## config.mk

```make
export PLATFORM = sky130hd
export DESIGN_NAME = wtl_watchdog
export DESIGN_NICKNAME = d
export VERILOG_FILES = /design/src/hdl/wtl_pkg.sv /design/src/hdl/wtl_watchdog.sv
export SDC_FILE = /design/constraint.sdc
export NUM_CORES = 1
export LEC_CHECK = 0
export ABC_AREA = 0
export CORE_MARGIN = 5
export CORE_UTILIZATION = 30
export CTS_CLUSTER_SIZE = 14
export DETAILED_ROUTE_END_ITERATION = 8
export DONT_BUFFER_PORTS = 1
export PLACE_DENSITY = 0.45
export SLEW_MARGIN = 10
export SYNTH_ARGS = -nofsm -noshare
export SYNTH_HDL_FRONTEND = slang
export SYNTH_SLANG_ARGS = --single-unit
```

## constraint.sdc

```tcl
create_clock -name clk_i -period 3.6 [get_ports clk_i]
set_clock_uncertainty 0.1 [all_clocks]
set_input_delay 0.36 -clock clk_i [delete_from_list [all_inputs] [get_ports clk_i]]
set_output_delay 0.36 -clock clk_i [all_outputs]
set_load 0.02 [all_outputs]
```

## src/hdl/wtl_pkg.sv

```systemverilog
package wtl_pkg;

  // ***************************************************************
  // Register map
  // ***************************************************************
  localparam logic [3:0] WTL_ADR_SERVICE = 4'h0;
  localparam logic [3:0] WTL_ADR_TSEL = 4'h4;
  localparam logic [3:0] WTL_ADR_STATUS = 4'h8;

  localparam logic [7:0] WTL_KEY_FIRST = 8'h1e;
  localparam logic [7:0] WTL_KEY_SECOND = 8'he1;

  localparam int WTL_TSEL_W = 3;
  localparam logic [2:0] WTL_TSEL_RST = 3'h0;
  localparam int WTL_ST_EN_BIT = 0;
  localparam int WTL_ST_PD_BIT = 1;
  localparam int WTL_ST_WAKE_BIT = 2;

  // ***************************************************************
  // Counter and reset pulse
  // ***************************************************************
  localparam int WTL_BASE_W = 14;
  localparam int WTL_PRE_W = 7;
  localparam int WTL_CNT_W = WTL_BASE_W + WTL_PRE_W;
  localparam logic [WTL_CNT_W-1:0] WTL_BASE_PERIOD = 21'h004000;
  localparam logic [WTL_CNT_W-1:0] WTL_CNT_ONE = 21'h000001;
  localparam int WTL_PULSE_CYC = 96;
  localparam int WTL_PULSE_W = 7;
  localparam logic [WTL_PULSE_W-1:0] WTL_PULSE_LEN = 7'(WTL_PULSE_CYC);

  typedef enum logic [1:0] {WTL_RUN, WTL_PDOWN, WTL_WAKE} wtl_state_e;

  typedef struct packed {
    logic [3:0] adr;
    logic we;
    logic sel0;
    logic [7:0] dat;
  } wtl_wb_req_s;

endpackage

```

## src/hdl/wtl_watchdog.sv

```systemverilog
`timescale 1ns/100ps
module wtl_watchdog
  import wtl_pkg::*;
(
  input wire logic clk_i,
  input wire logic rst_i,
  input wire logic wb_cyc_i,
  input wire logic wb_stb_i,
  input wire logic wb_we_i,
  input wire logic [3:0] wb_adr_i,
  input wire logic [3:0] wb_sel_i,
  input wire logic [31:0] wb_dat_i,
  output logic [31:0] wb_dat_o,
  output logic wb_ack_o,
  input wire logic power_down_i,
  input wire logic ext_int_en_i,
  input wire logic ext_int_n_i,
  output logic osc_stop_o,
  output logic wake_o,
  output logic rst_out_n_o
);

  // ***************************************************************
  // Interrupt pin synchroniser
  // ***************************************************************
  logic int_meta_q, int_sync_q;

  always_ff @(posedge clk_i) begin
    if (rst_i) begin
      int_meta_q <= 1'b1;
      int_sync_q <= 1'b1;
    end else begin
      int_meta_q <= ext_int_n_i;
      int_sync_q <= int_meta_q;
    end
  end

  // ***************************************************************
  // Wishbone slave
  // ***************************************************************
  wtl_wb_req_s req;
  logic wr_go, svc_hit, sel_wr;
  logic ack_d, ack_q;
  logic [31:0] dat_d, dat_q;
  logic en_q, arm_q;
  logic [2:0] tsel_q;
  wtl_state_e st_q;

  assign req = '{adr: wb_adr_i, we: wb_we_i, sel0: wb_sel_i[0], dat: wb_dat_i[7:0]};
  // Writes land on the edge where the master sees ack
  assign wr_go = wb_cyc_i && wb_stb_i && ack_q && req.we && req.sel0;
  assign svc_hit = wr_go && (req.adr == WTL_ADR_SERVICE);
  assign sel_wr = wr_go && (req.adr == WTL_ADR_TSEL);

  always_comb begin
    ack_d = wb_cyc_i && wb_stb_i && !ack_q;
    dat_d = 32'h00000000;
    if (req.adr == WTL_ADR_TSEL) begin
      dat_d[WTL_TSEL_W-1:0] = tsel_q;
    end else if (req.adr == WTL_ADR_STATUS) begin
      dat_d[WTL_ST_EN_BIT] = en_q;
      dat_d[WTL_ST_PD_BIT] = (st_q == WTL_PDOWN);
      dat_d[WTL_ST_WAKE_BIT] = (st_q == WTL_WAKE);
    end else begin
      dat_d = 32'h00000000; // Service register is write only; unmapped reads zero
    end
  end

  always_ff @(posedge clk_i) begin
    if (rst_i) begin
      ack_q <= 1'b0;
      dat_q <= 32'h00000000;
    end else begin
      ack_q <= ack_d;
      dat_q <= dat_d;
    end
  end

  assign wb_ack_o = ack_q;
  assign wb_dat_o = dat_q;

  // ***************************************************************
  // Power-down and wake sequencing
  // ***************************************************************
  wtl_state_e st_d;
  logic ien_d, ien_q, osc_d, osc_q, wake_d, wake_q;

  always_comb begin
    st_d = st_q;
    ien_d = ien_q;
    osc_d = osc_q;
    wake_d = wake_q;
    case (st_q)
      WTL_RUN: begin
        if (power_down_i) begin
          st_d = WTL_PDOWN;
          ien_d = ext_int_en_i;
          osc_d = 1'b1;
        end
      end
      WTL_PDOWN: begin
        // Only an interrupt armed before entry may end power-down
        if (ien_q && !int_sync_q) begin
          st_d = WTL_WAKE;
          osc_d = 1'b0;
          wake_d = 1'b1;
        end
      end
      WTL_WAKE: begin
        // Oscillator settles while the line is low; counting waits for high
        if (int_sync_q) begin
          st_d = WTL_RUN;
          wake_d = 1'b0;
        end
      end
      default: begin
        st_d = WTL_RUN;
      end
    endcase
  end

  always_ff @(posedge clk_i) begin
    if (rst_i) begin
      st_q <= WTL_RUN;
      ien_q <= 1'b0;
      osc_q <= 1'b0;
      wake_q <= 1'b0;
    end else begin
      st_q <= st_d;
      ien_q <= ien_d;
      osc_q <= osc_d;
      wake_q <= wake_d;
    end
  end

  assign osc_stop_o = osc_q;
  assign wake_o = wake_q;

  // ***************************************************************
  // Watchdog counter and reset pulse
  // ***************************************************************
  logic [WTL_CNT_W-1:0] cnt_d, cnt_q, limit;
  logic [WTL_PULSE_W-1:0] pls_d, pls_q;
  logic en_d, arm_d, rstn_d, rstn_q, ovf, run;
  logic [2:0] tsel_d;

  // Prescaled terminal count; no divider needed since the step is a shift
  assign limit = (WTL_BASE_PERIOD << tsel_q) - WTL_CNT_ONE;
  // Frozen outside run state: clock is stopped or wake is pending
  assign run = en_q && (st_q == WTL_RUN) && (pls_q == '0);
  assign ovf = run && (cnt_q == limit);

  always_comb begin
    en_d = en_q;
    arm_d = arm_q;
    cnt_d = cnt_q;
    tsel_d = tsel_q;
    pls_d = pls_q;
    if (run) begin
      cnt_d = cnt_q + WTL_CNT_ONE;
    end
    if (sel_wr) begin
      tsel_d = req.dat[WTL_TSEL_W-1:0];
    end
    if (svc_hit) begin
      // Any other byte breaks the key pair
      if (req.dat == WTL_KEY_FIRST) begin
        arm_d = 1'b1;
      end else if (arm_q && req.dat == WTL_KEY_SECOND) begin
        arm_d = 1'b0;
        en_d = 1'b1;
        cnt_d = '0;
      end else begin
        arm_d = 1'b0;
      end
    end
    if (ovf) begin
      // Overflow resets the device, so watchdog state returns to reset
      en_d = 1'b0;
      arm_d = 1'b0;
      cnt_d = '0;
      tsel_d = WTL_TSEL_RST;
      pls_d = WTL_PULSE_LEN;
    end else if (pls_q != '0) begin
      pls_d = pls_q - 7'h01;
    end
    rstn_d = (pls_d == '0);
  end

  always_ff @(posedge clk_i) begin
    if (rst_i) begin
      en_q <= 1'b0;
      arm_q <= 1'b0;
      cnt_q <= '0;
      tsel_q <= WTL_TSEL_RST;
      pls_q <= '0;
      rstn_q <= 1'b1;
    end else begin
      en_q <= en_d;
      arm_q <= arm_d;
      cnt_q <= cnt_d;
      tsel_q <= tsel_d;
      pls_q <= pls_d;
      rstn_q <= rstn_d;
    end
  end

  assign rst_out_n_o = rstn_q;

  logic [7:0] low_len_q;
  logic rst_seen_q;
  always_ff @(posedge clk_i) begin
    rst_seen_q <= rst_i;
    if (rst_i || rst_out_n_o) begin
      low_len_q <= 8'h00;
    end else begin
      low_len_q <= low_len_q + 8'h01;
    end
  end
endmodule

```

==> Flow_metrics.wiki, run 1 <==
{| class="wikitable"
! Metric !! Value
|-
| Data required time at the worst endpoint || 3.68 ns
|-
| IO Count || 84
|-
| Layout cell share with drive strength beyond 1 || 0.114
|-
| Metal3 WL || 200 um
|-
| Largest net degree at the start of global routing || 22
|-
| Area contributors post-synth || dfxtp_1, buf_4, nor2_1
|-
| Leakage power || 0.973 nW
|-
| Power per standard cell area || 486 nW/um^2
|-
| Wire length reported by the detailed router || 5.11 mm
|-
| Drt wl/cell || 12.6 um
|-
| Library cell with the largest summed area after synthesis || dfxtp_1
|-
| Clock latency on the worst-skew pair || 0.30 ns
|-
| 1st-pass router iterations || 4
|-
| Final sum of negative setup slack || 0 ns
|-
| Iteration-0 DRC count of the detailed router || 33
|-
| Synthesized netlist cell count || 300
|-
| Routed wl met2 || 2.35 mm
|-
| Largest stage delay, worst path || 0.43 ns
|-
| TritonCTS clock tree || built
|-
| Most frequently used cell type in the post-synthesis netlist || dfxtp_1
|-
| Die area || 10500 um^2
|-
| Total routing resource utilization after global routing || 0.0993
|-
| Vertical die dimension || 102 um
|-
| Number of gates given a new drive strength after cts || 0
|-
| Vias per cell || 4.57
|-
| Number of fill cells in the layout || 887
|-
| Core outline area || 8260 um^2
|-
| Category of the worst setup path launch point || flip-flop
|-
| Outcome || finished, final reports clean
|-
| Number of buffers created by CTS || 5
|-
| Number of placement rows || 33
|-
| Start-to-end type of the worst setup path || flip-flop to flip-flop
|-
| Number of global-route vias before repair || 1783
|-
| Critical path peak fanout || 21
|-
| Netlist Area Pre-Place || 2560 um^2
|-
| Overall die width || 102 um
|-
| Sequential-to-total area share from yosys stat || 0.352
|-
| Number of buffers added on ports || 0
|-
| Final nets || 349
|-
| Area share of the largest cell type after synthesis || 0.352
|-
| CP max stage cell || dfxtp_1
|-
| # diodes || 0
|-
| Setup violators final || 0
|-
| Vias after detailed routing || 1847
|-
| Path class of the lowest-slack min-delay path || input pin to flip-flop
|-
| Proportion of register bits with asynchronous set or reset after synthesis || 0
|-
| Clock period minus final worst setup slack || 2.79 ns
|-
| Ranking of synthesized cells by instance count || dfxtp_1, nor2_1, buf_4
|-
| Placed wire-length estimate || 3.72 mm
|-
| Maximum Capacitance Violations || 0
|-
| Top achievable clock speed || 0.359 GHz
|-
| CP delay by family, top || simple AND/OR/NAND/NOR gates
|-
| Average instance area after synthesis || 8.52 um^2
|-
| Remaining antenna violation count || 0
|-
| Register bit count reported by yosys || 45
|-
| Number of enable-type register cells in the synthesized netlist || 0
|-
| Global route overflow || 0
|-
| Endpoint kind of the worst setup timing path || flip-flop
|-
| Hold Violations, Final || 0
|-
| Unique cell type count in the Yosys netlist || 54
|-
| Flip-flop cell with the highest count after synthesis || dfxtp_1
|-
| Slew margin rel. || 0.522
|-
| Layout-stage area growth over the synthesis result || 3.23%
|-
| Arrival time of the worst setup path || 2.87 ns
|-
| First-pass GRT wire length || 8.36 mm
|-
| Topmost layer with routed signal wires || met4
|-
| Clock Path Buffers || 2
|-
| CTS Root Buffer Type || clkbuf_8
|-
| Share of the clock period used by the worst path || 0.775
|-
| Total power draw || 0.00128 W
|-
| Count of warnings emitted by yosys || 0
|-
| # DRC || 0
|-
| Reg clk slew, reported paths || 0.09 ns
|-
| Worst IR drop on VDD || 0.391 mV
|-
| RSZ-0062 raised after global routing || false
|-
| Clock Sink Count || 45
|-
| Cell breakdown of the critical path || or3_4, ha_1, and3b_2, a21oi_1, o21ai_0, nand4_2, o21ai_4, buf_4, nor2_1
|-
| RD Place Congestion || 0.760
|-
| Starting utilization of the core area || 0.310
|-
| Number of buffers and inverters on the critical path || 1
|-
| Deepest level of the CTS H-tree || 2
|-
| CTS Hold Bufs || 0
|-
| Count of pins over their slew limit || 0
|-
| Worst Hold Slack || 0.0230 ns
|-
| Sum of routed wire segments on met1 || 2.48 mm
|-
| Least-Margin Pin Slew || 0.707 ns
|-
| Initial antenna violation count || 0
|-
| Count of buffers added by post-CTS timing repair for setup || 0
|}
==> power breakdown <==
part	internal (W)	leakage (nW)	total (W)	switching, W
Sequential	0.000538	0.366	0.000591	0.0000524
Combinational	0.000120	0.550	0.000288	0.000168
Clock	0.000226	0.0574	0.000405	0.000179
Total	0.000884	0.973	0.00128	0.000399
==> final timing paths <==
check	slack (ns)	to	startpoint	cells past startpoint
max	0.81	cnt_q[4]$_SDFF_PP0_	tsel_q[1]$_SDFFE_PP0P_	9
min reg2reg	0.33	int_sync_q$_SDFF_PP1_	int_meta_q$_SDFF_PP1_	1
min	0.02	pls_q[3]$_SDFF_PP0_	rst_i	1
max reg2reg	0.81	cnt_q[4]$_SDFF_PP0_	tsel_q[1]$_SDFFE_PP0P_	9
==> kinds of logic after synthesis <==
group / synth area share
other: 0.00147
AND/OR/NAND/NOR: 0.322
AO/OA/AOI/OAI: 0.0705
XOR/XNOR: 0.0959
adder cells (fa/ha/maj): 0.0147
flip-flops: 0.352
multiplexers: 0.0235
buffers and inverters: 0.120
==> layout make-up <==
class                      count  area (um^2)  area share
multi-input combinational    240         1460       0.551
sequential                    45          901       0.341
tap                          105          131      0.0498
clock buffer                   6         82.6      0.0313
clock inverter                 2         37.5      0.0142
timing repair buffer           2         17.5     0.00664
inverter                       4         15.0     0.00569
==> per-stage QoR <==
step	utilization	cell area (um^2)	instances	setup WS [ns]
finish	0.320	2640	404	0.812
floorplan	-	2660	328	1.14
detailed placement	0.304	2510	395	0.828
global route	0.320	2640	404	0.572
global placement	0.304	2510	395	0.821
CTS	0.318	2630	403	0.816
==> worst reg2reg max path, stage by stage, from the launching register on <==
cell and delay, ns:
dfxtp_1 0.43, or3_4 0.42, ha_1 0.30, and3b_2 0.26, a21oi_1 0.03, o21ai_0 0.36, nand4_2 0.22, o21ai_4 0.16
buf_4 0.30, nor2_1 0.09
==> placed cells by master, fill, tap and decap left out, types with 5 or more instances in the layout <==
master and count:
mux2i_1 6, nor3_1 15, and3_1 6, xor2_1 14
nor2_1 40, dfxtp_1 45, xnor2_1 14, nand2_1 18
conb_1 29, o21ai_0 5, a21oi_1 10, nand4_1 7
nand3_1 15, nor2_2 8, clkbuf_8 6
==> flip-flops by register name, indices dropped and copies added (netlist names) <==
register / cells
cnt_q: 21
wb_ack_o: 1
en_q: 1
ien_q: 1
int_meta_q: 1
tsel_q: 3
osc_stop_o: 1
rst_out_n_o: 1
st_q: 2
arm_q: 1
int_sync_q: 1
pls_q: 7
wb_dat_o: 3
wake_o: 1
==> per-layer routing <==
layer	global-route usage	up-vias
li1	-	962
met1	0.130	852
met2	0.157	26
met3	0.0266	7
met4	0.0363	0
met5	0	-
Power figures use the tool's default switching activity.
==> run 2: changes to the inputs <==
==> constraint.sdc (replaced) <==
create_clock -name clk_i -period 2.8 [get_ports clk_i]
set_clock_uncertainty 0.1 [all_clocks]
set_input_delay 0.28 -clock clk_i [delete_from_list [all_inputs] [get_ports clk_i]]
set_output_delay 0.28 -clock clk_i [all_outputs]
set_load 0.02 [all_outputs]
==> run 2 against run 1 <==
Design area grew 1.4%; core utilization grew 0.44 points; die area is the same; hold slack gained 0.0016 ns; first-iteration DRC count grew 110%; clock power grew 4.9%; maximum frequency grew 11%; global-route usage grew 0.49 points; critical path type unchanged; sequential share of layout area shrank 0.46 points; highest routed layer unchanged; combinational power grew 31%.
==> Flow_metrics.wiki, run 2 (same netlist as run 1, synthesis figures left out) <==
{| class="wikitable"
! Metric !! Value
|-
| Hold Violations, Final || 0 (unchanged)
|-
| Power per standard cell area || 583 nW/um^2 (was 486 nW/um^2)
|-
| Grt met1 use || 0.143 (was 0.130)
|-
| # DRC || 0 (unchanged)
|-
| Global-route track usage on met3 || 0.0341 (was 0.0266)
|-
| Vias per cell || 4.57 (about the same)
|-
| Fraction of power consumed by the clock network || 0.272 (was 0.316)
|-
| Largest net degree at the start of global routing || 22 (unchanged)
|-
| Critical path peak fanout || 9 (was 21)
|-
| Outcome || finished, final reports clean (unchanged)
|-
| Wire length reported by the detailed router || 5.07 mm (was 5.11 mm)
|-
| Deepest level of the CTS H-tree || 2 (unchanged)
|-
| Number of buffers added on ports || 0 (unchanged)
|-
| Overall die width || 102 um (unchanged)
|-
| CP delay by family, top || simple AND/OR/NAND/NOR gates (unchanged)
|-
| Global route overflow || 0 (unchanged)
|-
| Arrival time of the worst setup path || 2.62 ns (was 2.87 ns)
|-
| Sequential group share of total power || 0.486 (was 0.460)
|-
| RD Place Congestion || 0.761 (was 0.760)
|-
| Start-to-end type of the worst setup path || flip-flop to flip-flop (unchanged)
|-
| Maximum Capacitance Violations || 0 (unchanged)
|-
| Grt met2 use || 0.155 (was 0.157)
|-
| First-pass GRT wire length || 8.62 mm (was 8.36 mm)
|-
| Worst Hold Slack || 0.0247 ns (was 0.0230 ns)
|-
| Clock period minus final worst setup slack || 2.52 ns (was 2.79 ns)
|-
| Largest stage delay, worst path || 0.39 ns (was 0.43 ns)
|-
| TritonCTS clock tree || built (unchanged)
|-
| Vertical die dimension || 102 um (unchanged)
|-
| Reg with most FFs || cnt_q (unchanged)
|-
| Endpoint kind of the worst setup timing path || flip-flop (unchanged)
|-
| Layout-stage area growth over the synthesis result || 4.65% (was 3.23%)
|-
| Cell breakdown of the critical path || or3_4, ha_1, and2_0, o21ai_0, a21oi_1, nand3b_1, nand4b_1, a31o_2 (was or3_4, ha_1, and3b_2, a21oi_1, o21ai_0, nand4_2, o21ai_4, buf_4, nor2_1)
|-
| Number of buffers created by CTS || 5 (unchanged)
|-
| Worst IR drop on VDD || 0.430 mV (was 0.391 mV)
|-
| Number of placement rows || 33 (unchanged)
|-
| Instance count after placement with tap cells included || 400 (was 395)
|-
| Placed wire-length estimate || 3.78 mm (was 3.72 mm)
|-
| Top achievable clock speed || 0.397 GHz (was 0.359 GHz)
|-
| Drt wl/cell || 12.4 um (was 12.6 um)
|-
| Number of buffers and inverters on the critical path || 0 (was 1)
|-
| Most common cell after layout, fill and taps aside || dfxtp_1 (unchanged)
|-
| Share of total power consumed by net switching || 0.328 (was 0.311)
|-
| Top Usage Layer GRT || met2 (unchanged)
|-
| Number of fill cells in the layout || 890 (was 887)
|-
| Total power draw || 0.00156 W (was 0.00128 W)
|-
| Number of global-route vias before repair || 1790 (was 1783)
|-
| Count of buffers added by post-CTS timing repair for setup || 0 (unchanged)
|-
| Leakage power || 1.00 nW (was 0.973 nW)
|-
| Multi-input gate area || 1460 um^2 (unchanged)
|-
| Non-filler cells, final || 410 (was 404)
|-
| Clock Sink Count || 45 (unchanged)
|-
| IO Count || 84 (unchanged)
|-
| CP max stage cell || or3_4 (was dfxtp_1)
|-
| Number of flip-flops under the largest register name || 21 (unchanged)
|-
| Count of pins over their slew limit || 0 (unchanged)
|-
| Slew margin rel. || 0.512 (was 0.522)
|-
| Starting utilization of the core area || 0.310 (unchanged)
|-
| Switching power || 0.000511 W (was 0.000399 W)
|-
| # diodes || 0 (unchanged)
|-
| Vias after detailed routing || 1875 (was 1847)
|-
| Share of power burned in combinational logic || 0.242 (was 0.224)
|-
| Share of the clock period used by the worst path || 0.900 (was 0.775)
|-
| Least-Margin Pin Slew || 0.723 ns (was 0.707 ns)
|-
| Die area || 10500 um^2 (unchanged)
|-
| Setup violators final || 0 (unchanged)
|-
| 1st-pass router iterations || 4 (unchanged)
|-
| RSZ-0062 raised after global routing || false (unchanged)
|-
| Sequential standard cell area || 901 um^2 (unchanged)
|-
| Category of the worst setup path launch point || flip-flop (unchanged)
|-
| Clock latency on the worst-skew pair || 0.30 ns (about the same)
|-
| Data required time at the worst endpoint || 2.90 ns (was 3.68 ns)
|-
| Core outline area || 8260 um^2 (unchanged)
|-
| CTS Root Buffer Type || clkbuf_8 (unchanged)
|-
| Clock Path Buffers || 2 (unchanged)
|-
| Final sum of negative setup slack || 0 ns (unchanged)
|-
| Commonest cells after routing, fill and taps aside || dfxtp_1, nor2_1, conb_1, nand2_1 (unchanged)
|-
| Final nets || 355 (was 349)
|-
| Iteration-0 DRC count of the detailed router || 70 (was 33)
|-
| Total routing resource utilization after global routing || 0.104 (was 0.0993)
|-
| P_int || 0.00105 W (was 0.000884 W)
|-
| Leading registers by flop count || cnt_q x21, pls_q x7 (unchanged)
|-
| Initial antenna violation count || 0 (unchanged)
|-
| Remaining antenna violation count || 0 (unchanged)
|-
| Reg clk slew, reported paths || 0.09 ns (about the same)
|-
| Path class of the lowest-slack min-delay path || input pin to flip-flop (unchanged)
|-
| Layout cell share with drive strength beyond 1 || 0.128 (was 0.114)
|}
[run 2: cell type report]
cell class / count / area share
Multi-Input combinational cell: 240 / 0.544
Sequential cell: 45 / 0.337
Tap cell: 105 / 0.0491
Clock buffer: 6 / 0.0309
Timing Repair Buffer: 8 / 0.0290
Inverter: 4 / 0.00561
Clock inverter: 2 / 0.00514
[run 2: per-layer routing]
metal,routed length [um],share of wire,up-vias
met5,0,0,-
met1,2490,0.49,866
li1,-,-,974
met3,260,0.051,7
met2,2250,0.44,28
met4,65,0.013,0
[run 2: power groups by stage]
stage / registers, W / clock network (W) / logic (W)
3_3_place_gp: 0.000775 / 0 / 0.000370
2_1_floorplan: 0.000759 / 0 / 0.000357
5_1_grt: 0.000769 / 0.000483 / 0.000423
4_1_cts: 0.000758 / 0.000448 / 0.000378
3_5_place_dp: 0.000773 / 0 / 0.000368
6_report: 0.000759 / 0.000425 / 0.000377
[run 2: per-stage QoR]
step	setup WS, ns	instance area (um^2)	utilization
finish	0.280	2680	0.324
global route	0.0229	2680	0.324
CTS	0.226	2680	0.324
detailed placement	0.247	2560	0.310
global placement	0.265	2560	0.310
floorplan	0.340	2660	-
[run 2: final timing paths]
kind | from | to | slack (ns) | cells past startpoint
setup / recovery | tsel_q[0]$_SDFFE_PP0P_ | rst_out_n_o$_SDFF_PP1_ | 0.28 | 8
hold / removal | wb_dat_i[2] | tsel_q[2]$_SDFFE_PP0P_ | 0.02 | 2
setup reg to reg | tsel_q[0]$_SDFFE_PP0P_ | rst_out_n_o$_SDFF_PP1_ | 0.28 | 8
hold reg to reg | int_meta_q$_SDFF_PP1_ | int_sync_q$_SDFF_PP1_ | 0.32 | 1
[run 2: timing repair]
item                                   4_1_cts  5_1_grt
hold buffers                                 2        0
endpoints found under the hold margin       16        0
gates resized for setup                      0        0
==> run 3: changes to the inputs <==
--- a/config.mk
+++ b/config.mk
@@ -11,6 +11,7 @@
 export CTS_CLUSTER_SIZE = 14
 export DETAILED_ROUTE_END_ITERATION = 8
 export DONT_BUFFER_PORTS = 1
+export MAX_ROUTING_LAYER = met4
 export PLACE_DENSITY = 0.45
 export SLEW_MARGIN = 10
 export SYNTH_ARGS = -nofsm -noshare
==> run 3 against run 2 <==
Core utilization did not move; global-route usage rose by 0.32 points; combinational power about the same; sequential share of layout area did not move; critical path depth stayed put; clock power about the same; sequential power about the same; clock-buffer cell count did not move; largest power group unchanged; highest routed layer unchanged; design area unchanged; setup slack about the same.
==> Flow_metrics.wiki, run 3 (same netlist as run 1, synthesis figures left out) <==
{| class="wikitable"
! Metric !! Value
|-
| Start-to-end type of the worst setup path || flip-flop to flip-flop (unchanged)
|-
| Number of global-route vias before repair || 1793 (was 1790)
|-
| Largest stage delay, worst path || 0.39 ns (about the same)
|-
| Slew margin rel. || 0.512 (unchanged)
|-
| Share of the clock period used by the worst path || 0.900 (about the same)
|-
| Overall die width || 102 um (unchanged)
|-
| Worst IR drop on VDD || 0.430 mV (about the same)
|-
| Remaining antenna violation count || 0 (unchanged)
|-
| Final sum of negative setup slack || 0 ns (unchanged)
|-
| Least-Margin Pin Slew || 0.723 ns (unchanged)
|-
| Wire length reported by the detailed router || 5.07 mm (about the same)
|-
| CTS Root Buffer Type || clkbuf_8 (unchanged)
|-
| Deepest level of the CTS H-tree || 2 (unchanged)
|-
| Cell breakdown of the critical path || or3_4, ha_1, and2_0, o21ai_0, a21oi_1, nand3b_1, nand4b_1, a31o_2 (unchanged)
|-
| RSZ-0062 raised after global routing || false (unchanged)
|-
| Total routing resource utilization after global routing || 0.107 (was 0.104)
|-
| Number of fill cells in the layout || 890 (unchanged)
|-
| RD Place Congestion || 0.770 (was 0.761)
|-
| Core outline area || 8260 um^2 (unchanged)
|-
| Leading registers by flop count || cnt_q x21, pls_q x7 (unchanged)
|-
| Non-filler cells, final || 410 (unchanged)
|-
| Vias after detailed routing || 1863 (was 1875)
|-
| 1st-pass router iterations || 4 (unchanged)
|-
| Instance count after placement with tap cells included || 400 (unchanged)
|-
| Path class of the lowest-slack min-delay path || input pin to flip-flop (unchanged)
|-
| Global route overflow || 0 (unchanged)
|-
| Number of buffers added on ports || 0 (unchanged)
|-
| IO Count || 84 (unchanged)
|-
| Arrival time of the worst setup path || 2.62 ns (about the same)
|-
| Reg with most FFs || cnt_q (unchanged)
|-
| Starting utilization of the core area || 0.310 (unchanged)
|-
| Outcome || finished, final reports clean (unchanged)
|-
| # DRC || 0 (unchanged)
|-
| Leakage power || 1.00 nW (unchanged)
|-
| Initial antenna violation count || 0 (unchanged)
|-
| Reg clk slew, reported paths || 0.09 ns (about the same)
|-
| Number of flip-flops under the largest register name || 21 (unchanged)
|-
| Power per standard cell area || 583 nW/um^2 (about the same)
|-
| Category of the worst setup path launch point || flip-flop (unchanged)
|-
| Most common cell after layout, fill and taps aside || dfxtp_1 (unchanged)
|-
| Final nets || 355 (unchanged)
|-
| Worst Min Path Start || wb_dat_i[2] (unchanged)
|-
| Maximum Capacitance Violations || 0 (unchanged)
|-
| Die area || 10500 um^2 (unchanged)
|-
| Clock period minus final worst setup slack || 2.52 ns (about the same)
|-
| Placed wire-length estimate || 3.78 mm (unchanged)
|-
| Clock Sink Count || 45 (unchanged)
|-
| Endpoint kind of the worst setup timing path || flip-flop (unchanged)
|-
| Number of buffers created by CTS || 5 (unchanged)
|-
| Critical path peak fanout || 9 (unchanged)
|-
| Count of buffers added by post-CTS timing repair for setup || 0 (unchanged)
|-
| Launch point of the critical path || tsel_q[0]$_SDFFE_PP0P_ (unchanged)
|-
| CP max stage cell || or3_4 (unchanged)
|-
| Reg-to-Reg Start || tsel_q[0]$_SDFFE_PP0P_ (unchanged)
|-
| Hold Violations, Final || 0 (unchanged)
|-
| Number of placement rows || 33 (unchanged)
|-
| Layout cell share with drive strength beyond 1 || 0.128 (unchanged)
|-
| Drt wl/cell || 12.4 um (about the same)
|-
| Iteration-0 DRC count of the detailed router || 71 (was 70)
|-
| Top achievable clock speed || 0.397 GHz (about the same)
|-
| Clock Path Buffers || 2 (unchanged)
|-
| Largest net degree at the start of global routing || 22 (unchanged)
|-
| Data required time at the worst endpoint || 2.90 ns (about the same)
|-
| Clock latency on the worst-skew pair || 0.30 ns (about the same)
|-
| First-pass GRT wire length || 8.62 mm (unchanged)
|-
| Vertical die dimension || 102 um (unchanged)
|-
| # diodes || 0 (unchanged)
|-
| TritonCTS clock tree || built (unchanged)
|-
| Setup violators final || 0 (unchanged)
|-
| Vias per cell || 4.54 (was 4.57)
|-
| Commonest cells after routing, fill and taps aside || dfxtp_1, nor2_1, conb_1, nand2_1 (unchanged)
|-
| Count of pins over their slew limit || 0 (unchanged)
|-
| Layout-stage area growth over the synthesis result || 4.65% (unchanged)
|}
run 3: cell counts in the layout (fill, tap and decap cells not counted):
No cell type changed its count.
run 3: layout make-up:
class                      instances  area (um^2)  share of cell area
tap                              105          131              0.0491
timing repair buffer               8         77.6              0.0290
inverter                           4         15.0             0.00561
clock buffer                       6         82.6              0.0309
clock inverter                     2         13.8             0.00514
sequential                        45          901               0.337
multi-input combinational        240         1460               0.544
run 3: critical path: cells and delay by family, from the launching register on:
| kind | cells | cell delay (ns) |
|---|---|---|
| flip-flops | 1 | 0.32 |
| adder cells (fa/ha/maj) | 1 | 0.30 |
| AO/OA/AOI/OAI | 3 | 0.54 |
| AND/OR/NAND/NOR | 4 | 1.16 |
run 3: metrics by stage:
step           utilization  hold WS, ns  power [W]  setup slack, ns  cell area (um^2)
2_1_floorplan            -        0.284    0.00112            0.340              2660
3_3_place_gp         0.310        0.252    0.00114            0.265              2560
3_5_place_dp         0.310        0.254    0.00114            0.247              2560
4_1_cts              0.324       0.0153    0.00158            0.226              2680
5_1_grt              0.324       0.0251    0.00167           0.0229              2680
6_report             0.324       0.0245    0.00156            0.280              2680
run 3: where the power goes:
part	leakage (nW)	total (W)	internal, W	switching (W)
Combinational	0.585	0.000377	0.000157	0.000220
Clock	0.0512	0.000425	0.000200	0.000225
Sequential	0.366	0.000759	0.000692	0.0000666
run 3: layer usage:
layer  GRT usage  wire, um  part of all wire  vias to the layer above
li1            -         -                 -                      974
met1       0.143      2490              0.49                      856
met2       0.155      2260              0.45                       26
met3      0.0341       256             0.050                        7
met4      0.0333        65             0.013                        0
met5           -         0                 0                        -
run 3: repair_timing:
item	4_1_cts	5_1_grt
gates resized for setup	0	0
hold endpoints to repair	16	0
hold buffers	2	0
run 3: worst paths after layout:
check	end	slack, ns	depth (start not counted)
max	rst_out_n_o$_SDFF_PP1_	0.28	8
min	tsel_q[2]$_SDFFE_PP0P_	0.02	2
max reg2reg	rst_out_n_o$_SDFF_PP1_	0.28	8
min reg2reg	int_sync_q$_SDFF_PP1_	0.32	1
